### src/hdl/pml_pkg.sv
// Constants for the port match and latch block.
// Assumes an 8-bit special function register bus with separate bit access.
package pml_pkg;
  localparam int PML_W = 8;
  // ****************************************
  // Register addresses
  // ****************************************
  localparam logic [7:0] PML_ADDR_P0_DATA    = 8'h80;
  localparam logic [7:0] PML_ADDR_P1_DATA    = 8'h90;
  localparam logic [7:0] PML_ADDR_P1_EXPECT  = 8'he1;
  localparam logic [7:0] PML_ADDR_P1_SELECT  = 8'he2;
  localparam logic [7:0] PML_ADDR_P0_EXPECT  = 8'hf3;
  localparam logic [7:0] PML_ADDR_P0_SELECT  = 8'hf4;
  localparam logic [7:0] PML_ADDR_P0_KIND    = 8'hf1;
  localparam logic [7:0] PML_ADDR_P1_KIND    = 8'hf2;
  localparam logic [7:0] PML_ADDR_P0_DRIVE   = 8'ha4;
  localparam logic [7:0] PML_ADDR_P1_DRIVE   = 8'ha5;
  localparam logic [7:0] PML_ADDR_P0_SKIP    = 8'hd4;
  localparam logic [7:0] PML_ADDR_P1_SKIP    = 8'hd5;
  // ****************************************
  // Reset values
  // ****************************************
  localparam logic [7:0] PML_RST_DATA   = 8'hff;
  localparam logic [7:0] PML_RST_EXPECT = 8'hff;
  localparam logic [7:0] PML_RST_SELECT = 8'h00;
  localparam logic [7:0] PML_RST_KIND   = 8'hff;
  localparam logic [7:0] PML_RST_DRIVE  = 8'h00;
  localparam logic [7:0] PML_RST_SKIP   = 8'h00;
endpackage

### src/hdl/pml_port.sv
// Two 8-bit general purpose ports: data latches, pin readback,
// per-pin mode selects and the port mismatch detector.
// Assumes a processor bus with byte and bit access and an rmw flag.
`timescale 1ns/1ps

// How it works
// RULE_01 - Mismatch when masked pins of either port differ from masked expected value.
// RULE_02 - Compare-select bit 0 makes that pin ignored for mismatch.
// RULE_03 - Compare-select bit 1 compares the pin with its expected bit.
// RULE_04 - Expected bit 0 means expect low, 1 means expect high.
// RULE_05 - Mismatch looks at raw pin levels, regardless of crossbar routing.
// RULE_06 - Mismatch is offered as interrupt request and as wake-up output.
// RULE_07 - Port data writes store into an output latch held until rewritten.
// RULE_08 - Ordinary port data reads return the pin levels.
// RULE_09 - Read-modify-write reads of port data return the latch instead.
// RULE_10 - Port data is reachable as whole bytes and single bits.
// RULE_11 - Each port has per-pin crossbar skip selects.
// RULE_12 - Software should skip analog, plain I/O and dedicated pins.
// RULE_13 - Per-pin input kind select, analog or digital, never automatic.
// RULE_14 - Per-pin output drive select, open-drain or push-pull.
// RULE_15 - SMBus data and clock pins always drive open-drain.
// RULE_16 - Input kind bit 0 is analog, 1 is digital.
// RULE_17 - Analog pins lose pullup, output driver and input receiver.
// RULE_18 - Output drive bit 0 open-drain, 1 push-pull.
// RULE_19 - Skip bit 1 passes pin over, 0 leaves it for the crossbar.
// RULE_20 - Pins synchronised first; mismatch holds while any pin differs.
module pml_port
  import pml_pkg::*;
#(
  parameter int W = PML_W
) (
  input  wire logic         core_clk,
  input  wire logic         rst_n,
  input  wire logic [7:0]   bus_addr,
  input  wire logic         bus_wr,
  input  wire logic         bus_rd,
  input  wire logic         bus_bit,
  input  wire logic [2:0]   bus_bit_sel,
  input  wire logic         bus_rmw,
  input  wire logic [W-1:0] bus_wdata,
  output logic      [W-1:0] bus_rdata,
  input  wire logic [W-1:0] p0_pin_in,
  input  wire logic [W-1:0] p1_pin_in,
  input  wire logic [W-1:0] p0_periph_out,
  input  wire logic [W-1:0] p1_periph_out,
  input  wire logic [W-1:0] p0_periph_sel,
  input  wire logic [W-1:0] p1_periph_sel,
  input  wire logic [W-1:0] p0_smbus_pin,
  input  wire logic [W-1:0] p1_smbus_pin,
  input  wire logic         weak_pullup_off,
  output logic      [W-1:0] p0_pin_out,
  output logic      [W-1:0] p0_pin_oe,
  output logic      [W-1:0] p1_pin_out,
  output logic      [W-1:0] p1_pin_oe,
  output logic      [W-1:0] p0_pullup_en,
  output logic      [W-1:0] p1_pullup_en,
  output logic      [W-1:0] p0_receiver_en,
  output logic      [W-1:0] p1_receiver_en,
  output logic      [W-1:0] p0_digital_in,
  output logic      [W-1:0] p1_digital_in,
  output logic      [W-1:0] crossbar_skip_p0,
  output logic      [W-1:0] crossbar_skip_p1,
  output logic              mismatch_irq,
  output logic              mismatch_wake
);

  // ****************************************
  // Registers
  // ****************************************
  logic [W-1:0] p0_latch_reg;
  logic [W-1:0] p1_latch_reg;
  logic [W-1:0] port0_expected_value_reg;
  logic [W-1:0] port0_compare_select_reg;
  logic [W-1:0] port1_expected_value_reg;
  logic [W-1:0] port1_compare_select_reg;
  logic [W-1:0] p0_kind_reg;
  logic [W-1:0] p1_kind_reg;
  logic [W-1:0] p0_drive_reg;
  logic [W-1:0] p1_drive_reg;
  logic [W-1:0] p0_skip_reg;
  logic [W-1:0] p1_skip_reg;
  logic [W-1:0] p0_sync;
  logic [W-1:0] p1_sync;

  // RULE_20 sync pin inputs
  pml_sync #(.W(W)) u_sync0 (
    .core_clk (core_clk),
    .rst_n    (rst_n),
    .d        (p0_pin_in),
    .q        (p0_sync)
  );

  pml_sync #(.W(W)) u_sync1 (
    .core_clk (core_clk),
    .rst_n    (rst_n),
    .d        (p1_pin_in),
    .q        (p1_sync)
  );

  // ****************************************
  // Bus decode
  // ****************************************
  // Bit accesses touch one lane; byte accesses all lanes
  function automatic logic [W-1:0] lane_mask(input logic is_bit, input logic [2:0] sel);
    logic [W-1:0] m;
    m = '0;
    m[sel] = 1'b1;
    return is_bit ? m : '1;
  endfunction

  // Merge of written data into a register under the lane mask
  function automatic logic [W-1:0] merge(input logic [W-1:0] old, input logic [W-1:0] wd,
                                         input logic [W-1:0] m);
    return (old & ~m) | (wd & m);
  endfunction

  wire [W-1:0] wmask     = lane_mask(bus_bit, bus_bit_sel);
  wire         wr_p0     = bus_wr && (bus_addr == PML_ADDR_P0_DATA);
  wire         wr_p1     = bus_wr && (bus_addr == PML_ADDR_P1_DATA);
  wire         wr_p0_exp = bus_wr && (bus_addr == PML_ADDR_P0_EXPECT);
  wire         wr_p0_sel = bus_wr && (bus_addr == PML_ADDR_P0_SELECT);
  wire         wr_p1_exp = bus_wr && (bus_addr == PML_ADDR_P1_EXPECT);
  wire         wr_p1_sel = bus_wr && (bus_addr == PML_ADDR_P1_SELECT);
  wire         wr_p0_knd = bus_wr && (bus_addr == PML_ADDR_P0_KIND);
  wire         wr_p1_knd = bus_wr && (bus_addr == PML_ADDR_P1_KIND);
  wire         wr_p0_drv = bus_wr && (bus_addr == PML_ADDR_P0_DRIVE);
  wire         wr_p1_drv = bus_wr && (bus_addr == PML_ADDR_P1_DRIVE);
  wire         wr_p0_skp = bus_wr && (bus_addr == PML_ADDR_P0_SKIP);
  wire         wr_p1_skp = bus_wr && (bus_addr == PML_ADDR_P1_SKIP);

  // RULE_08 pins on plain read
  // RULE_09 latch on rmw read
  wire [W-1:0] p0_read = bus_rmw ? p0_latch_reg : p0_sync;
  wire [W-1:0] p1_read = bus_rmw ? p1_latch_reg : p1_sync;

  logic [W-1:0] rd_byte;
  always_comb begin
    unique case (bus_addr)
      PML_ADDR_P0_DATA:   rd_byte = p0_read;
      PML_ADDR_P1_DATA:   rd_byte = p1_read;
      PML_ADDR_P0_EXPECT: rd_byte = port0_expected_value_reg;
      PML_ADDR_P0_SELECT: rd_byte = port0_compare_select_reg;
      PML_ADDR_P1_EXPECT: rd_byte = port1_expected_value_reg;
      PML_ADDR_P1_SELECT: rd_byte = port1_compare_select_reg;
      PML_ADDR_P0_KIND:   rd_byte = p0_kind_reg;
      PML_ADDR_P1_KIND:   rd_byte = p1_kind_reg;
      PML_ADDR_P0_DRIVE:  rd_byte = p0_drive_reg;
      PML_ADDR_P1_DRIVE:  rd_byte = p1_drive_reg;
      PML_ADDR_P0_SKIP:   rd_byte = p0_skip_reg;
      PML_ADDR_P1_SKIP:   rd_byte = p1_skip_reg;
      default:            rd_byte = '0;
    endcase
  end

  // RULE_10 bit read lands in bit 0
  wire [W-1:0] rd_value = bus_bit ? {{(W-1){1'b0}}, rd_byte[bus_bit_sel]} : rd_byte;

  // ****************************************
  // Register writes
  // ****************************************
  always_ff @(posedge core_clk or negedge rst_n) begin
    if (!rst_n) begin
      p0_latch_reg             <= PML_RST_DATA;
      p1_latch_reg             <= PML_RST_DATA;
      port0_expected_value_reg <= PML_RST_EXPECT;
      port0_compare_select_reg <= PML_RST_SELECT;
      port1_expected_value_reg <= PML_RST_EXPECT;
      port1_compare_select_reg <= PML_RST_SELECT;
      p0_kind_reg              <= PML_RST_KIND;
      p1_kind_reg              <= PML_RST_KIND;
      p0_drive_reg             <= PML_RST_DRIVE;
      p1_drive_reg             <= PML_RST_DRIVE;
      p0_skip_reg              <= PML_RST_SKIP;
      p1_skip_reg              <= PML_RST_SKIP;
    end else begin
      // RULE_07 latch holds output value
      // RULE_10 byte or bit write
      if (wr_p0) p0_latch_reg <= merge(p0_latch_reg, bus_wdata, wmask);
      if (wr_p1) p1_latch_reg <= merge(p1_latch_reg, bus_wdata, wmask);
      if (wr_p0_exp) port0_expected_value_reg <= merge(port0_expected_value_reg, bus_wdata, wmask);
      if (wr_p0_sel) port0_compare_select_reg <= merge(port0_compare_select_reg, bus_wdata, wmask);
      if (wr_p1_exp) port1_expected_value_reg <= merge(port1_expected_value_reg, bus_wdata, wmask);
      if (wr_p1_sel) port1_compare_select_reg <= merge(port1_compare_select_reg, bus_wdata, wmask);
      // RULE_13 kind never automatic
      if (wr_p0_knd) p0_kind_reg <= merge(p0_kind_reg, bus_wdata, wmask);
      if (wr_p1_knd) p1_kind_reg <= merge(p1_kind_reg, bus_wdata, wmask);
      // RULE_14 drive never automatic
      if (wr_p0_drv) p0_drive_reg <= merge(p0_drive_reg, bus_wdata, wmask);
      if (wr_p1_drv) p1_drive_reg <= merge(p1_drive_reg, bus_wdata, wmask);
      // RULE_11 per-pin skip
      if (wr_p0_skp) p0_skip_reg <= merge(p0_skip_reg, bus_wdata, wmask);
      if (wr_p1_skp) p1_skip_reg <= merge(p1_skip_reg, bus_wdata, wmask);
    end
  end

  // ****************************************
  // Port match
  // ****************************************
  // RULE_02 mask zero ignored
  // RULE_03 mask one compared
  // RULE_04 expected bit is level
  // RULE_05 raw pins, no crossbar
  wire [W-1:0] p0_diff  = (p0_sync ^ port0_expected_value_reg) & port0_compare_select_reg;
  wire [W-1:0] p1_diff  = (p1_sync ^ port1_expected_value_reg) & port1_compare_select_reg;
  // RULE_01 either port mismatching
  wire         mismatch = (|p0_diff) | (|p1_diff);

  // ****************************************
  // Pin drivers
  // ****************************************
  // Periph selected pins take the peripheral value, else the latch
  wire [W-1:0] p0_val = (p0_periph_sel & p0_periph_out) | (~p0_periph_sel & p0_latch_reg);
  wire [W-1:0] p1_val = (p1_periph_sel & p1_periph_out) | (~p1_periph_sel & p1_latch_reg);
  // RULE_15 smbus forces open-drain
  // RULE_18 drive 1 push-pull
  wire [W-1:0] p0_pp  = p0_drive_reg & ~p0_smbus_pin;
  wire [W-1:0] p1_pp  = p1_drive_reg & ~p1_smbus_pin;
  // RULE_16 kind 1 digital
  // RULE_17 analog drops driver
  wire [W-1:0] p0_oe  = p0_kind_reg & (p0_pp | ~p0_val);
  wire [W-1:0] p1_oe  = p1_kind_reg & (p1_pp | ~p1_val);
  // RULE_17 analog drops pullup
  wire [W-1:0] p0_pu  = p0_kind_reg & {W{~weak_pullup_off}};
  wire [W-1:0] p1_pu  = p1_kind_reg & {W{~weak_pullup_off}};

  // ****************************************
  // Registered outputs
  // ****************************************
  always_ff @(posedge core_clk or negedge rst_n) begin
    if (!rst_n) begin
      bus_rdata        <= '0;
      p0_pin_out       <= PML_RST_DATA;
      p1_pin_out       <= PML_RST_DATA;
      p0_pin_oe        <= '0;
      p1_pin_oe        <= '0;
      p0_pullup_en     <= '0;
      p1_pullup_en     <= '0;
      p0_receiver_en   <= PML_RST_KIND;
      p1_receiver_en   <= PML_RST_KIND;
      p0_digital_in    <= '0;
      p1_digital_in    <= '0;
      crossbar_skip_p0 <= PML_RST_SKIP;
      crossbar_skip_p1 <= PML_RST_SKIP;
      mismatch_irq     <= 1'b0;
      mismatch_wake    <= 1'b0;
    end else begin
      if (bus_rd) bus_rdata <= rd_value;
      p0_pin_out       <= p0_val;
      p1_pin_out       <= p1_val;
      p0_pin_oe        <= p0_oe;
      p1_pin_oe        <= p1_oe;
      p0_pullup_en     <= p0_pu;
      p1_pullup_en     <= p1_pu;
      // RULE_17 analog drops receiver
      p0_receiver_en   <= p0_kind_reg;
      p1_receiver_en   <= p1_kind_reg;
      p0_digital_in    <= p0_sync & p0_kind_reg;
      p1_digital_in    <= p1_sync & p1_kind_reg;
      // RULE_19 skip 1 passes over
      crossbar_skip_p0 <= p0_skip_reg;
      crossbar_skip_p1 <= p1_skip_reg;
      // RULE_06 irq and wake
      // RULE_20 level while differing
      mismatch_irq     <= mismatch;
      mismatch_wake    <= mismatch;
    end
  end

endmodule // pml_port

### src/hdl/pml_sync.sv
// Two-flop synchroniser for one port's pin inputs.
// Assumes core_clk; first stage read only by second.
`timescale 1ns/1ps
module pml_sync
  import pml_pkg::*;
#(
  parameter int W = PML_W
) (
  input  wire logic         core_clk,
  input  wire logic         rst_n,
  input  wire logic [W-1:0] d,
  output logic      [W-1:0] q
);
  logic [W-1:0] meta_reg;

  always_ff @(posedge core_clk or negedge rst_n) begin
    if (!rst_n) begin
      meta_reg <= '0;
      q        <= '0;
    end else begin
      meta_reg <= d;
      q        <= meta_reg;
    end
  end
endmodule // pml_sync

### config.mk
export PLATFORM = sky130hd
export DESIGN_NAME = pml_port
export DESIGN_NICKNAME = d
export VERILOG_FILES = /design/src/hdl/pml_pkg.sv /design/src/hdl/pml_port.sv /design/src/hdl/pml_sync.sv
export SDC_FILE = /design/constraint.sdc
export NUM_CORES = 1
export LEC_CHECK = 0
export BUFFER_PORTS_ARGS = -buffer_cell sky130_fd_sc_hd__clkbuf_2
export CAP_MARGIN = 5
export CELL_PAD_IN_SITES_DETAIL_PLACEMENT = 2
export CELL_PAD_IN_SITES_GLOBAL_PLACEMENT = 2
export CORE_MARGIN = 5
export CORE_UTILIZATION = 30
export CTS_BUF_LIST = sky130_fd_sc_hd__clkbuf_4
export DETAILED_ROUTE_END_ITERATION = 10
export HOLD_SLACK_MARGIN = 0.12
export MAX_ROUTING_LAYER = met4
export PLACE_DENSITY_LB_ADDON = 0.1
export SKIP_CTS_REPAIR_TIMING = 1
export SYNTH_ARGS = -nofsm -noshare
export SYNTH_HDL_FRONTEND = slang
export SYNTH_SLANG_ARGS = --single-unit
### constraint.sdc
create_clock -name core_clk -period 2.5 [get_ports core_clk]
set_clock_uncertainty 0.1 [all_clocks]
set_input_delay 0.75 -clock core_clk [delete_from_list [all_inputs] [get_ports core_clk]]
set_output_delay 0.75 -clock core_clk [all_outputs]
set_load 0.01 [all_outputs]
=== After elaboration in Yosys (flattened, before gate mapping) ===
Index checks and enable logic that the tools add are counted.

* Register bits: 233

* Reduce and logical (&&, ||, !) cells: 15
* Equality and inequality tests: 12
* Mux-type cells: 9
* Bitwise gates (word level): 54
* $lt $le $gt $ge: 2

{| class="wikitable"
|+ Operators with widths
! kind !! count
|-
| AND 8 bit || 27
|-
| bitwise OR 8 bit || 16
|-
| == test 8 bit (second input constant) || 12
|-
| case mux 8 bit (12 select lines) || 1
|-
| inverter 8 bit || 7
|-
| two-way mux 8 bit || 4
|-
| OR reduction 8 bit || 2
|-
| bitwise XOR 8 bit || 2
|-
| logical AND 1 bit || 13
|-
| < comparator 3 x 4 -> 1 bit (second input constant) || 1
|-
| binary-select mux 1 bit (select 3 bit) || 1
|-
| demux 1 bit (select 3 bit) || 1
|-
| greater-or-equal comparator 3 x 1 -> 1 bit (second input constant) || 1
|-
| two-way mux 1 bit || 2
|-
| inverter 1 bit || 1
|-
| bitwise OR 1 bit || 1
|}

=== Depth between registers and ports, before layout ===
Gate-level depths: netlist of the first run.

* Depth after elaboration: 8
* Gate-level depth with buffers: 10
* Depth with buffers taken out: 7

=== Modules after synthesis ===
Synthesis of the first run repeated with hierarchy kept, for this count alone.

* Cells, all modules: 793
* Area, all modules: 10048.4 µm²

{| class="wikitable"
|+ By module, submodules not included
! module !! cells an instance !! times used !! area an instance (µm²)
|-
| pml_port || 761 || 1 || 9247.6
|-
| pml_sync || 16 || 2 || 400.4
|}

=== Worst setup path before layout of the first run ===
OpenSTA, ideal clock, no wires.

* Kind: input -> register
* Start point: in bus_rmw
* End point: reg bus_rdata[0]
* Cell stages on the path: 8
* Path buffers: 2
* Arrival time: 2.228 ns
* Library setup time: 0.142 ns
* Required time: 2.258 ns
* Setup slack: 0.030 ns
* Cell sequence: buf_2 buf_2 mux2i_1 a2bb2oi_1 nand4_2 o21a_1 a211oi_1 a41oi_2

* Cells in the longest elaborated chain, start to end: 5
* Elaborated cells on any way between the ends: 6

{| class="wikitable"
|+ RTL lines
! what !! line !! RTL
|-
| from (decl) || pml_port.sv:39 || <nowiki>input wire logic bus_rmw,</nowiki>
|-
| two-way mux 8 bit (on tied branches) || pml_port.sv:134, pml_port.sv:133 ||
|-
| case mux 8 bit (12 select lines) (*) || pml_port.sv:138 || <nowiki>unique case (bus_addr)</nowiki>
|-
| binary-select mux 1 bit (select 3 bit) || pml_port.sv:156 || <nowiki>wire [W-1:0] rd_value = bus_bit ? {{(W-1){1'b0}}, rd_byte[bus_bit_sel]} : rd_byte;</nowiki>
|-
| two-way mux 1 bit (not written as such) || pml_port.sv:156 ||
|-
| two-way mux 8 bit (*) || pml_port.sv:156 ||
|-
| to (signal assigned) || pml_port.sv:247 || <nowiki>if (bus_rd) bus_rdata <= rd_value;</nowiki>
|-
| to (decl) || pml_port.sv:41 || <nowiki>output logic [W-1:0] bus_rdata,</nowiki>
|}

Every way passes the cells marked *; elsewhere a longest branch is shown, timed or not. The select of a mux whose other input is x is not followed.
A chain may end at the register's enable or synchronous reset.

=== Worst setup path in the final report of the first run ===
* Start point: reg p0_pin_out[6]
* End point: out p0_pin_out[6]

{| class="wikitable"
|+ RTL lines
! what !! line !! RTL
|-
| from (decl) || pml_port.sv:51 || <nowiki>output logic [W-1:0] p0_pin_out,</nowiki>
|-
| from (signal assigned) || pml_port.sv:248 || <nowiki>p0_pin_out <= p0_val;</nowiki>
|}

No word-level cell between the ends.

==> results of run 1 <==
==> cells in the final DEF (no fill, tap or decap), types with 6 or more instances in the layout <==
cell and instances:
nand2_1 64, nor3_1 9, nand2b_1 18, dlygate4sd3_1 17, mux2i_1 25, clkinv_1 8
o22ai_1 10, a21boi_0 16, and2_1 20, inv_1 8, a21oi_1 9, buf_4 84
dfrtp_1 153, clkbuf_2 194, buf_12 12, o21ai_0 7, dfstp_2 80, xor2_1 16
nand3_1 18, nor2b_1 27, clkbuf_4 118, and3_1 8, a22o_1 6, mux2_2 111
nor2_1 63
==> layout make-up <==
| class | count | area [sq um] |
|---|---|---|
| fill | 3562 | 20100 |
| sequential | 233 | 5930 |
| multi-input combinational | 510 | 3870 |
| timing repair buffer | 308 | 2030 |
| clock buffer | 118 | 886 |
| tap | 448 | 561 |
| clock inverter | 10 | 63.8 |
| inverter | 10 | 37.5 |
| antenna | 4 | 10.0 |
==> routing by layer <==
| metal | wire [um] | part of all wire (%) | global-route usage, % | up-vias |
|---|---|---|---|---|
| li1 | - | - | - | 3504 |
| met1 | 15200 | 42 | 23.8 | 3962 |
| met2 | 18600 | 52 | 33.3 | 195 |
| met3 | 1450 | 4.0 | 3.96 | 56 |
| met4 | 784 | 2.2 | 6.03 | 0 |
| met5 | 0 | 0 | - | - |
==> worst paths after layout <==
check	start	to	slack (ps)
min in group asynchronous	rst_n	p1_pullup_en[0]	490
setup reg to reg	u_sync1.q[0]	bus_rdata[0]	360
setup / recovery	p0_pin_out[6]	p0_pin_out[6]	310
hold reg to reg	u_sync0.meta_reg[7]	u_sync0.q[7]	220
hold / removal	p1_periph_out[6]	p1_pin_out[6]	200
max in group asynchronous	rst_n	p1_pin_out[3]	1140
==> through the flow <==
stage / std cells / TNS (ps) / power [uW] / instance area (sq um)
floorplan: 797 / 0 / 4370 / 10100
global placement: 1492 / -7510 / 4800 / 12300
detailed placement: 1492 / -9950 / 4810 / 12300
CTS: 1620 / 0 / 8820 / 13200
global route: 1641 / 0 / 9120 / 13400
finish: 1641 / 0 / 8630 / 13400
==> kinds of logic after synthesis <==
kind of cell           share of synthesized area [%]
multiplexers                                    15.9
AO/OA/AOI/OAI                                   6.65
buffers and inverters                           3.13
XOR/XNOR                                        1.38
flip-flops                                      58.6
AND/OR/NAND/NOR                                 14.3
==> power by group through the flow <==
stage	clock, uW	combinational, uW	sequential (uW)
global route	4290	785	4040
CTS	4070	717	4040
finish	3880	720	4030
global placement	0	701	4100
floorplan	0	294	4080
detailed placement	0	714	4100
==> impl_metrics.toml, run 1 <==
[run_status]
outcome = "finished, final reports clean"

[sta]
holdWs_ps = 202
tightestPinTransition_ps = 690
timing.slew.headroom_pct = 54.0
max_freq_mhz = 456
finalSetupViolations = 0
period_share_pct = 87.7
setup_slack_ps = 308
hold_viol_final = 0
fin_crit_ps = 2190
final_max_slew_viol_count = 0
rsz0062_at_grt = "no"

[cts]
cts_buffers = 71
cts_root_buf = "clkbuf_4"
clk_latency_ps = 700
cts_tree = "done"
clk_pin_slew_worst_paths_ps = 60
clock_path_buffers = 3
cts_num_sinks = 233
htreeDepth = 3

[power_and_ir_drop]
power_density_nw_per_um2 = 645
p_comb_share_pct = 8.3
p_switching_uw = 2170
p_leak_uw = 0.00641
swShare_pct = 25.2
pwr-share-clk_pct = 45.0
pwr-share-seq_pct = 46.7
irDropWorstVdd_mv = 0.326
cellInternalPower_uw = 6460

[yosys]
synth_seq_cells = 233
syn_area_sq_um = 10100
synth.largest_area_cell = "dfrtp_1"
synth_cells = 797
yosys.area.top_type_share_pct = 37.8
synth-async-reset-ratio_pct = 100
yosys-top-cells-area = "dfrtp_1, dfstp_2, mux2_2"
yosysMostFrequentCell = "dfrtp_1"
yosysWarnings = 0
synth_edf_count = 0
avgSynthCellArea_sq_um = 12.7
synth_seq_area_share_pct = 58.6
synthTopCellsByCount = "dfrtp_1, mux2_2, dfstp_2"
synth_cell_types = 72
ys.flop_type = "dfrtp_1"
synth_fp_nets = 887

[worst_setup_path]
path_delay_family = "flip-flops"
worstSetupPathType = "flop to output port"
end_kind = "output port"
crit_chain = "clkbuf_2"
crit_buf_inv = 1
cp_data_arrival_time_ps = 1340
cpMaxStageDelayCell = "dfstp_2"
start_kind = "flop"
cp.depth = 1
required_ps = 1650
reg2regPathDepth = 7
cp_max_fo = 1
slowest_delay_ps = 520

[placed_design]
place_ws_ps = -304
dp_hpwl_um = 27300
gp_congestion = 0.897
port_buffers = 195

[floorplan]
start_util_pct = 30.3
die_w_um = 194
die_area_sq_um = 37500
die_y_um = 194
ioPinCount = 196
rows = 67
core_sq_um = 33400

[global_route]
antenna_found_initial = 1
globalRouteTotalUtil_pct = 19.7
grt_max_degree = 46
gr-total-overflow = 0
grt_pass1_vias = 9003
grt_pass1_wl_um = 55200

[route]
post-route-drc-count = 0
wl_per_cell_um = 22.0
dr.first_iter.drc_count = 284
vias = 7717
first_pass_iters = 4
post_drt_via_cell_ratio = 4.70
ant_nets = 0
totalWireLength_um = 36100

[min_path]
hold_depth = 2
hold_path_class = "input port to flop"

[flow_run]
drv_cap = 0

[finish]
fin_util_pct = 40.0
syn_to_final_growth_pct = 32.3
fin_nets = 1224
layout-drive-gt1-share_pct = 53.1
(Power assumes the default switching activity.)
==> run 2, diff against run 1 <==
CORE_MARGIN = 2   (was 5)
SLEW_MARGIN = 15   (was default)
==> impl_metrics.toml, run 2 (synthesized netlist as in run 1, its figures left out) <==
[route]
first_pass_iters = 4
ant_nets = 0
dr.first_iter.drc_count = 273
totalWireLength_um = 35500
post_drt_via_cell_ratio = 4.68
wl_per_cell_um = 21.5
vias = 7712
post-route-drc-count = 0

[global_route]
grt_pass1_wl_um = 54500
antenna_found_initial = 2
grt_pass1_vias = 8698
grt_max_degree = 55
globalRouteTotalUtil_pct = 21.4
gr-total-overflow = 0

[finish]
syn_to_final_growth_pct = 32.5
finalNonFillerCells = 1649
fin_util_pct = 40.2
most-common-layout-cells = "clkbuf_2, dfrtp_1, mux2_2"
fin_area_sq_um = 13400
layout-drive-gt1-share_pct = 52.9
multi_input_area_sq_um = 3870
seqCellArea_sq_um = 5930
fillers = 3598
layout_commonest_cell = "clkbuf_2"
fin_nets = 1234

[worst_setup_path]
crit_buf_inv = 2
crit_chain = "clkbuf_2 -> nor4_4 -> nand4bb_1 -> buf_4 -> o211ai_1 -> o31a_1 -> o21ai_0 -> a41oi_2"
start_kind = "input port"
cp_data_arrival_time_ps = 2740
required_ps = 3020
worstSetupPathType = "input port to flop"
slowest_delay_ps = 410
cp_max_fo = 10
path_delay_family = "simple AND/OR/NAND/NOR gates"
cpMaxStageDelayCell = "nor4_4"
end_kind = "flop"

[power_and_ir_drop]
p_leak_uw = 0.00643
power_density_nw_per_um2 = 633
pwr-share-seq_pct = 47.5
irDropWorstVdd_mv = 0.231
swShare_pct = 25.8
cellInternalPower_uw = 6300
p_switching_uw = 2190
p_comb_share_pct = 8.6
pwr-share-clk_pct = 43.9

[floorplan]
die_area_sq_um = 35200
start_util_pct = 30.3
ioPinCount = 196
die_w_um = 188
die_y_um = 188
core_sq_um = 33400
rows = 67

[cts]
cts_buffers = 68
clk_pin_slew_worst_paths_ps = 60
clk_latency_ps = 710
cts_tree = "done"
htreeDepth = 3
cts_root_buf = "clkbuf_4"
cts_num_sinks = 233
clock_path_buffers = 3

[run_status]
outcome = "finished, final reports clean"

[sta]
final_max_slew_viol_count = 0
rsz0062_at_grt = "no"
tightestPinTransition_ps = 1010
finalSetupTns_ps = 0
finalSetupViolations = 0
period_share_pct = 88.8
max_freq_mhz = 451
fin_crit_ps = 2220
hold_viol_final = 0
timing.slew.headroom_pct = 32.7

[placed_design]
port_buffers = 195
place_area_sq_um = 12300
gp_congestion = 0.876
dp.cells = 1504
dp_hpwl_um = 26600

[flow_run]
drv_cap = 0

[min_path]
hold_path_class = "input port to flop"
==> run 2: power groups by stage <==
stage               sequential [uW]  combinational, uW  clock (uW)
floorplan                      4080                294           0
global placement               4090                707           0
detailed placement             4100                717           0
CTS                            4030                721        3940
global route                   4040                797        4140
finish                         4030                726        3730
==> run 2: final cells by class <==
| cell class | instances | share of cell area (%) |
|---|---|---|
| clock inverters | 18 | 0.700 |
| repair buffers | 321 | 15.7 |
| inverters | 10 | 0.280 |
| well taps | 448 | 4.18 |
| clock buffers | 107 | 5.99 |
| flip-flops and latches | 233 | 44.2 |
| diodes | 2 | 0.0373 |
| multi-input cells | 510 | 28.9 |
==> run 2: path summary, 6_finish.rpt <==
| path | start | end | slack, ps | cells after the start |
|---|---|---|---|---|
| setup / recovery | bus_addr[0] | bus_rdata[0] | 280 | 8 |
| hold / removal | p1_periph_out[4] | p1_pin_out[4] | 200 | 2 |
| setup reg to reg | u_sync1.q[0] | bus_rdata[0] | 400 | 7 |
| hold reg to reg | u_sync0.meta_reg[1] | u_sync0.q[1] | 240 | 0 |
| max in group asynchronous | rst_n | p1_receiver_en[6] | 1190 | 3 |
| min in group asynchronous | rst_n | async pin | 430 | 2 |
==> run 2: per-stage QoR <==
stage,hold WS [ps],total power [uW],setup slack (ps)
after detailed placement,236,4810,-451
after CTS,-269,8690,185
after global routing,109,8980,165
final,198,8480,280
after global placement,232,4800,-366
after floorplan,231,4370,29.6
==> run 2: metal layers <==
layer	routed length, um	track usage [%]	share of wire (%)
met1	15100	25.7	43
met2	17900	35.3	50
met3	1520	4.81	4.3
met4	935	7.51	2.6
met5	0	-	0
==> run 3, diff against run 2 <==
CORE_UTILIZATION = 35   (was 30)
==> impl_metrics.toml, run 3 (synthesized netlist as in run 1, its figures left out) <==
[finish]
layout_commonest_cell = "clkbuf_2"
syn_to_final_growth_pct = 31.6
most-common-layout-cells = "clkbuf_2, dfrtp_1, mux2_2"
multi_input_area_sq_um = 3870
finalNonFillerCells = 1591
seqCellArea_sq_um = 5930
layout-drive-gt1-share_pct = 53.3
fin_nets = 1241
fin_area_sq_um = 13300
fillers = 3018

[placed_design]
place_ws_ps = -334
dp_hpwl_um = 26100
gp_congestion = 0.896
place_area_sq_um = 12200
port_buffers = 195
dp.cells = 1446

[global_route]
grt_pass1_wl_um = 53900
grt_max_degree = 52
antenna_found_initial = 1
gr-total-overflow = 0
globalRouteTotalUtil_pct = 24.3
grt_pass1_vias = 8793

[sta]
max_freq_mhz = 458
final_max_slew_viol_count = 0
finalSetupViolations = 0
timing.slew.headroom_pct = 37.2
period_share_pct = 87.3
hold_viol_final = 0
fin_crit_ps = 2180
rsz0062_at_grt = "no"
setup_slack_ps = 318
holdWs_ps = 207
tightestPinTransition_ps = 939

[power_and_ir_drop]
power_density_nw_per_um2 = 642
p_leak_uw = 0.00644
irDropWorstVdd_mv = 0.359
fin_total_pwr_uw = 8550

[floorplan]
ioPinCount = 196
die_w_um = 174
start_util_pct = 35.4
core_sq_um = 28500
die_y_um = 174
rows = 62
die_area_sq_um = 30300

[worst_setup_path]
cpMaxStageDelayCell = "dfstp_2"
start_kind = "flop"
path_delay_family = "flip-flops"
worstSetupPathType = "flop to output port"
slowest_delay_ps = 520
crit_chain = "clkbuf_2"
crit_buf_inv = 1
end_kind = "output port"
cp_data_arrival_time_ps = 1330
cp_max_fo = 1
required_ps = 1650

[route]
totalWireLength_um = 35100
post_drt_via_cell_ratio = 4.90
ant_nets = 0
post-route-drc-count = 0
dr.first_iter.drc_count = 371
vias = 7794
first_pass_iters = 4
wl_per_cell_um = 22.1

[min_path]
hold_path_class = "input port to flop"

[cts]
cts_num_sinks = 233
cts_tree = "done"
cts_buffers = 70
clk_pin_slew_worst_paths_ps = 70
clock_path_buffers = 3
clk_latency_ps = 690
cts_root_buf = "clkbuf_4"
htreeDepth = 3

[flow_run]
drv_cap = 0

[run_status]
outcome = "finished, final reports clean"
[run 3: where the power goes]
group	switching [uW]	internal [uW]	total, uW
registers	99.0	3930	4030
logic	409	313	723
clock network	1720	2080	3800
[run 3: path summary, 6_finish.rpt]
kind / from / endpoint / slack, ps / cells after the start
setup / recovery: p1_pin_out[5] / p1_pin_out[5] / 320 / 1
hold reg to reg: u_sync1.meta_reg[2] / u_sync1.q[2] / 230 / 0
hold / removal: p1_periph_out[5] / p1_pin_out[5] / 210 / 2
max in group asynchronous: rst_n / async pin / 1050 / 3
setup reg to reg: flop / bus_rdata[0] / 330 / 7
min in group asynchronous: rst_n / p1_pullup_en[1] / 510 / 2
[run 3: area by class of cell]
type	count	area share, %
sequential	233	44.6
multi-input combinational	510	29.1
timing repair buffer	326	15.5
clock buffer	108	6.09
tap	384	3.61
clock inverter	18	0.855
inverter	10	0.282
antenna	2	0.0376
[run 3: metal layers]
| metal | up-vias | routed length (um) | global-route usage, % | share of wire, % |
|---|---|---|---|---|
| li1 | 3537 | - | - | - |
| met1 | 3986 | 15300 | 30.7 | 44 |
| met2 | 199 | 17500 | 40.0 | 50 |
| met3 | 72 | 1440 | 4.05 | 4.1 |
| met4 | 0 | 858 | 7.56 | 2.4 |
| met5 | - | 0 | - | 0 |
[run 3: stage by stage]
step	setup TNS, ps	util (%)
6_report	0	46.6
5_1_grt	0	46.6
4_1_cts	0	46.0
3_5_place_dp	-11470	42.8
3_3_place_gp	-8710	42.8
2_1_floorplan	0	-
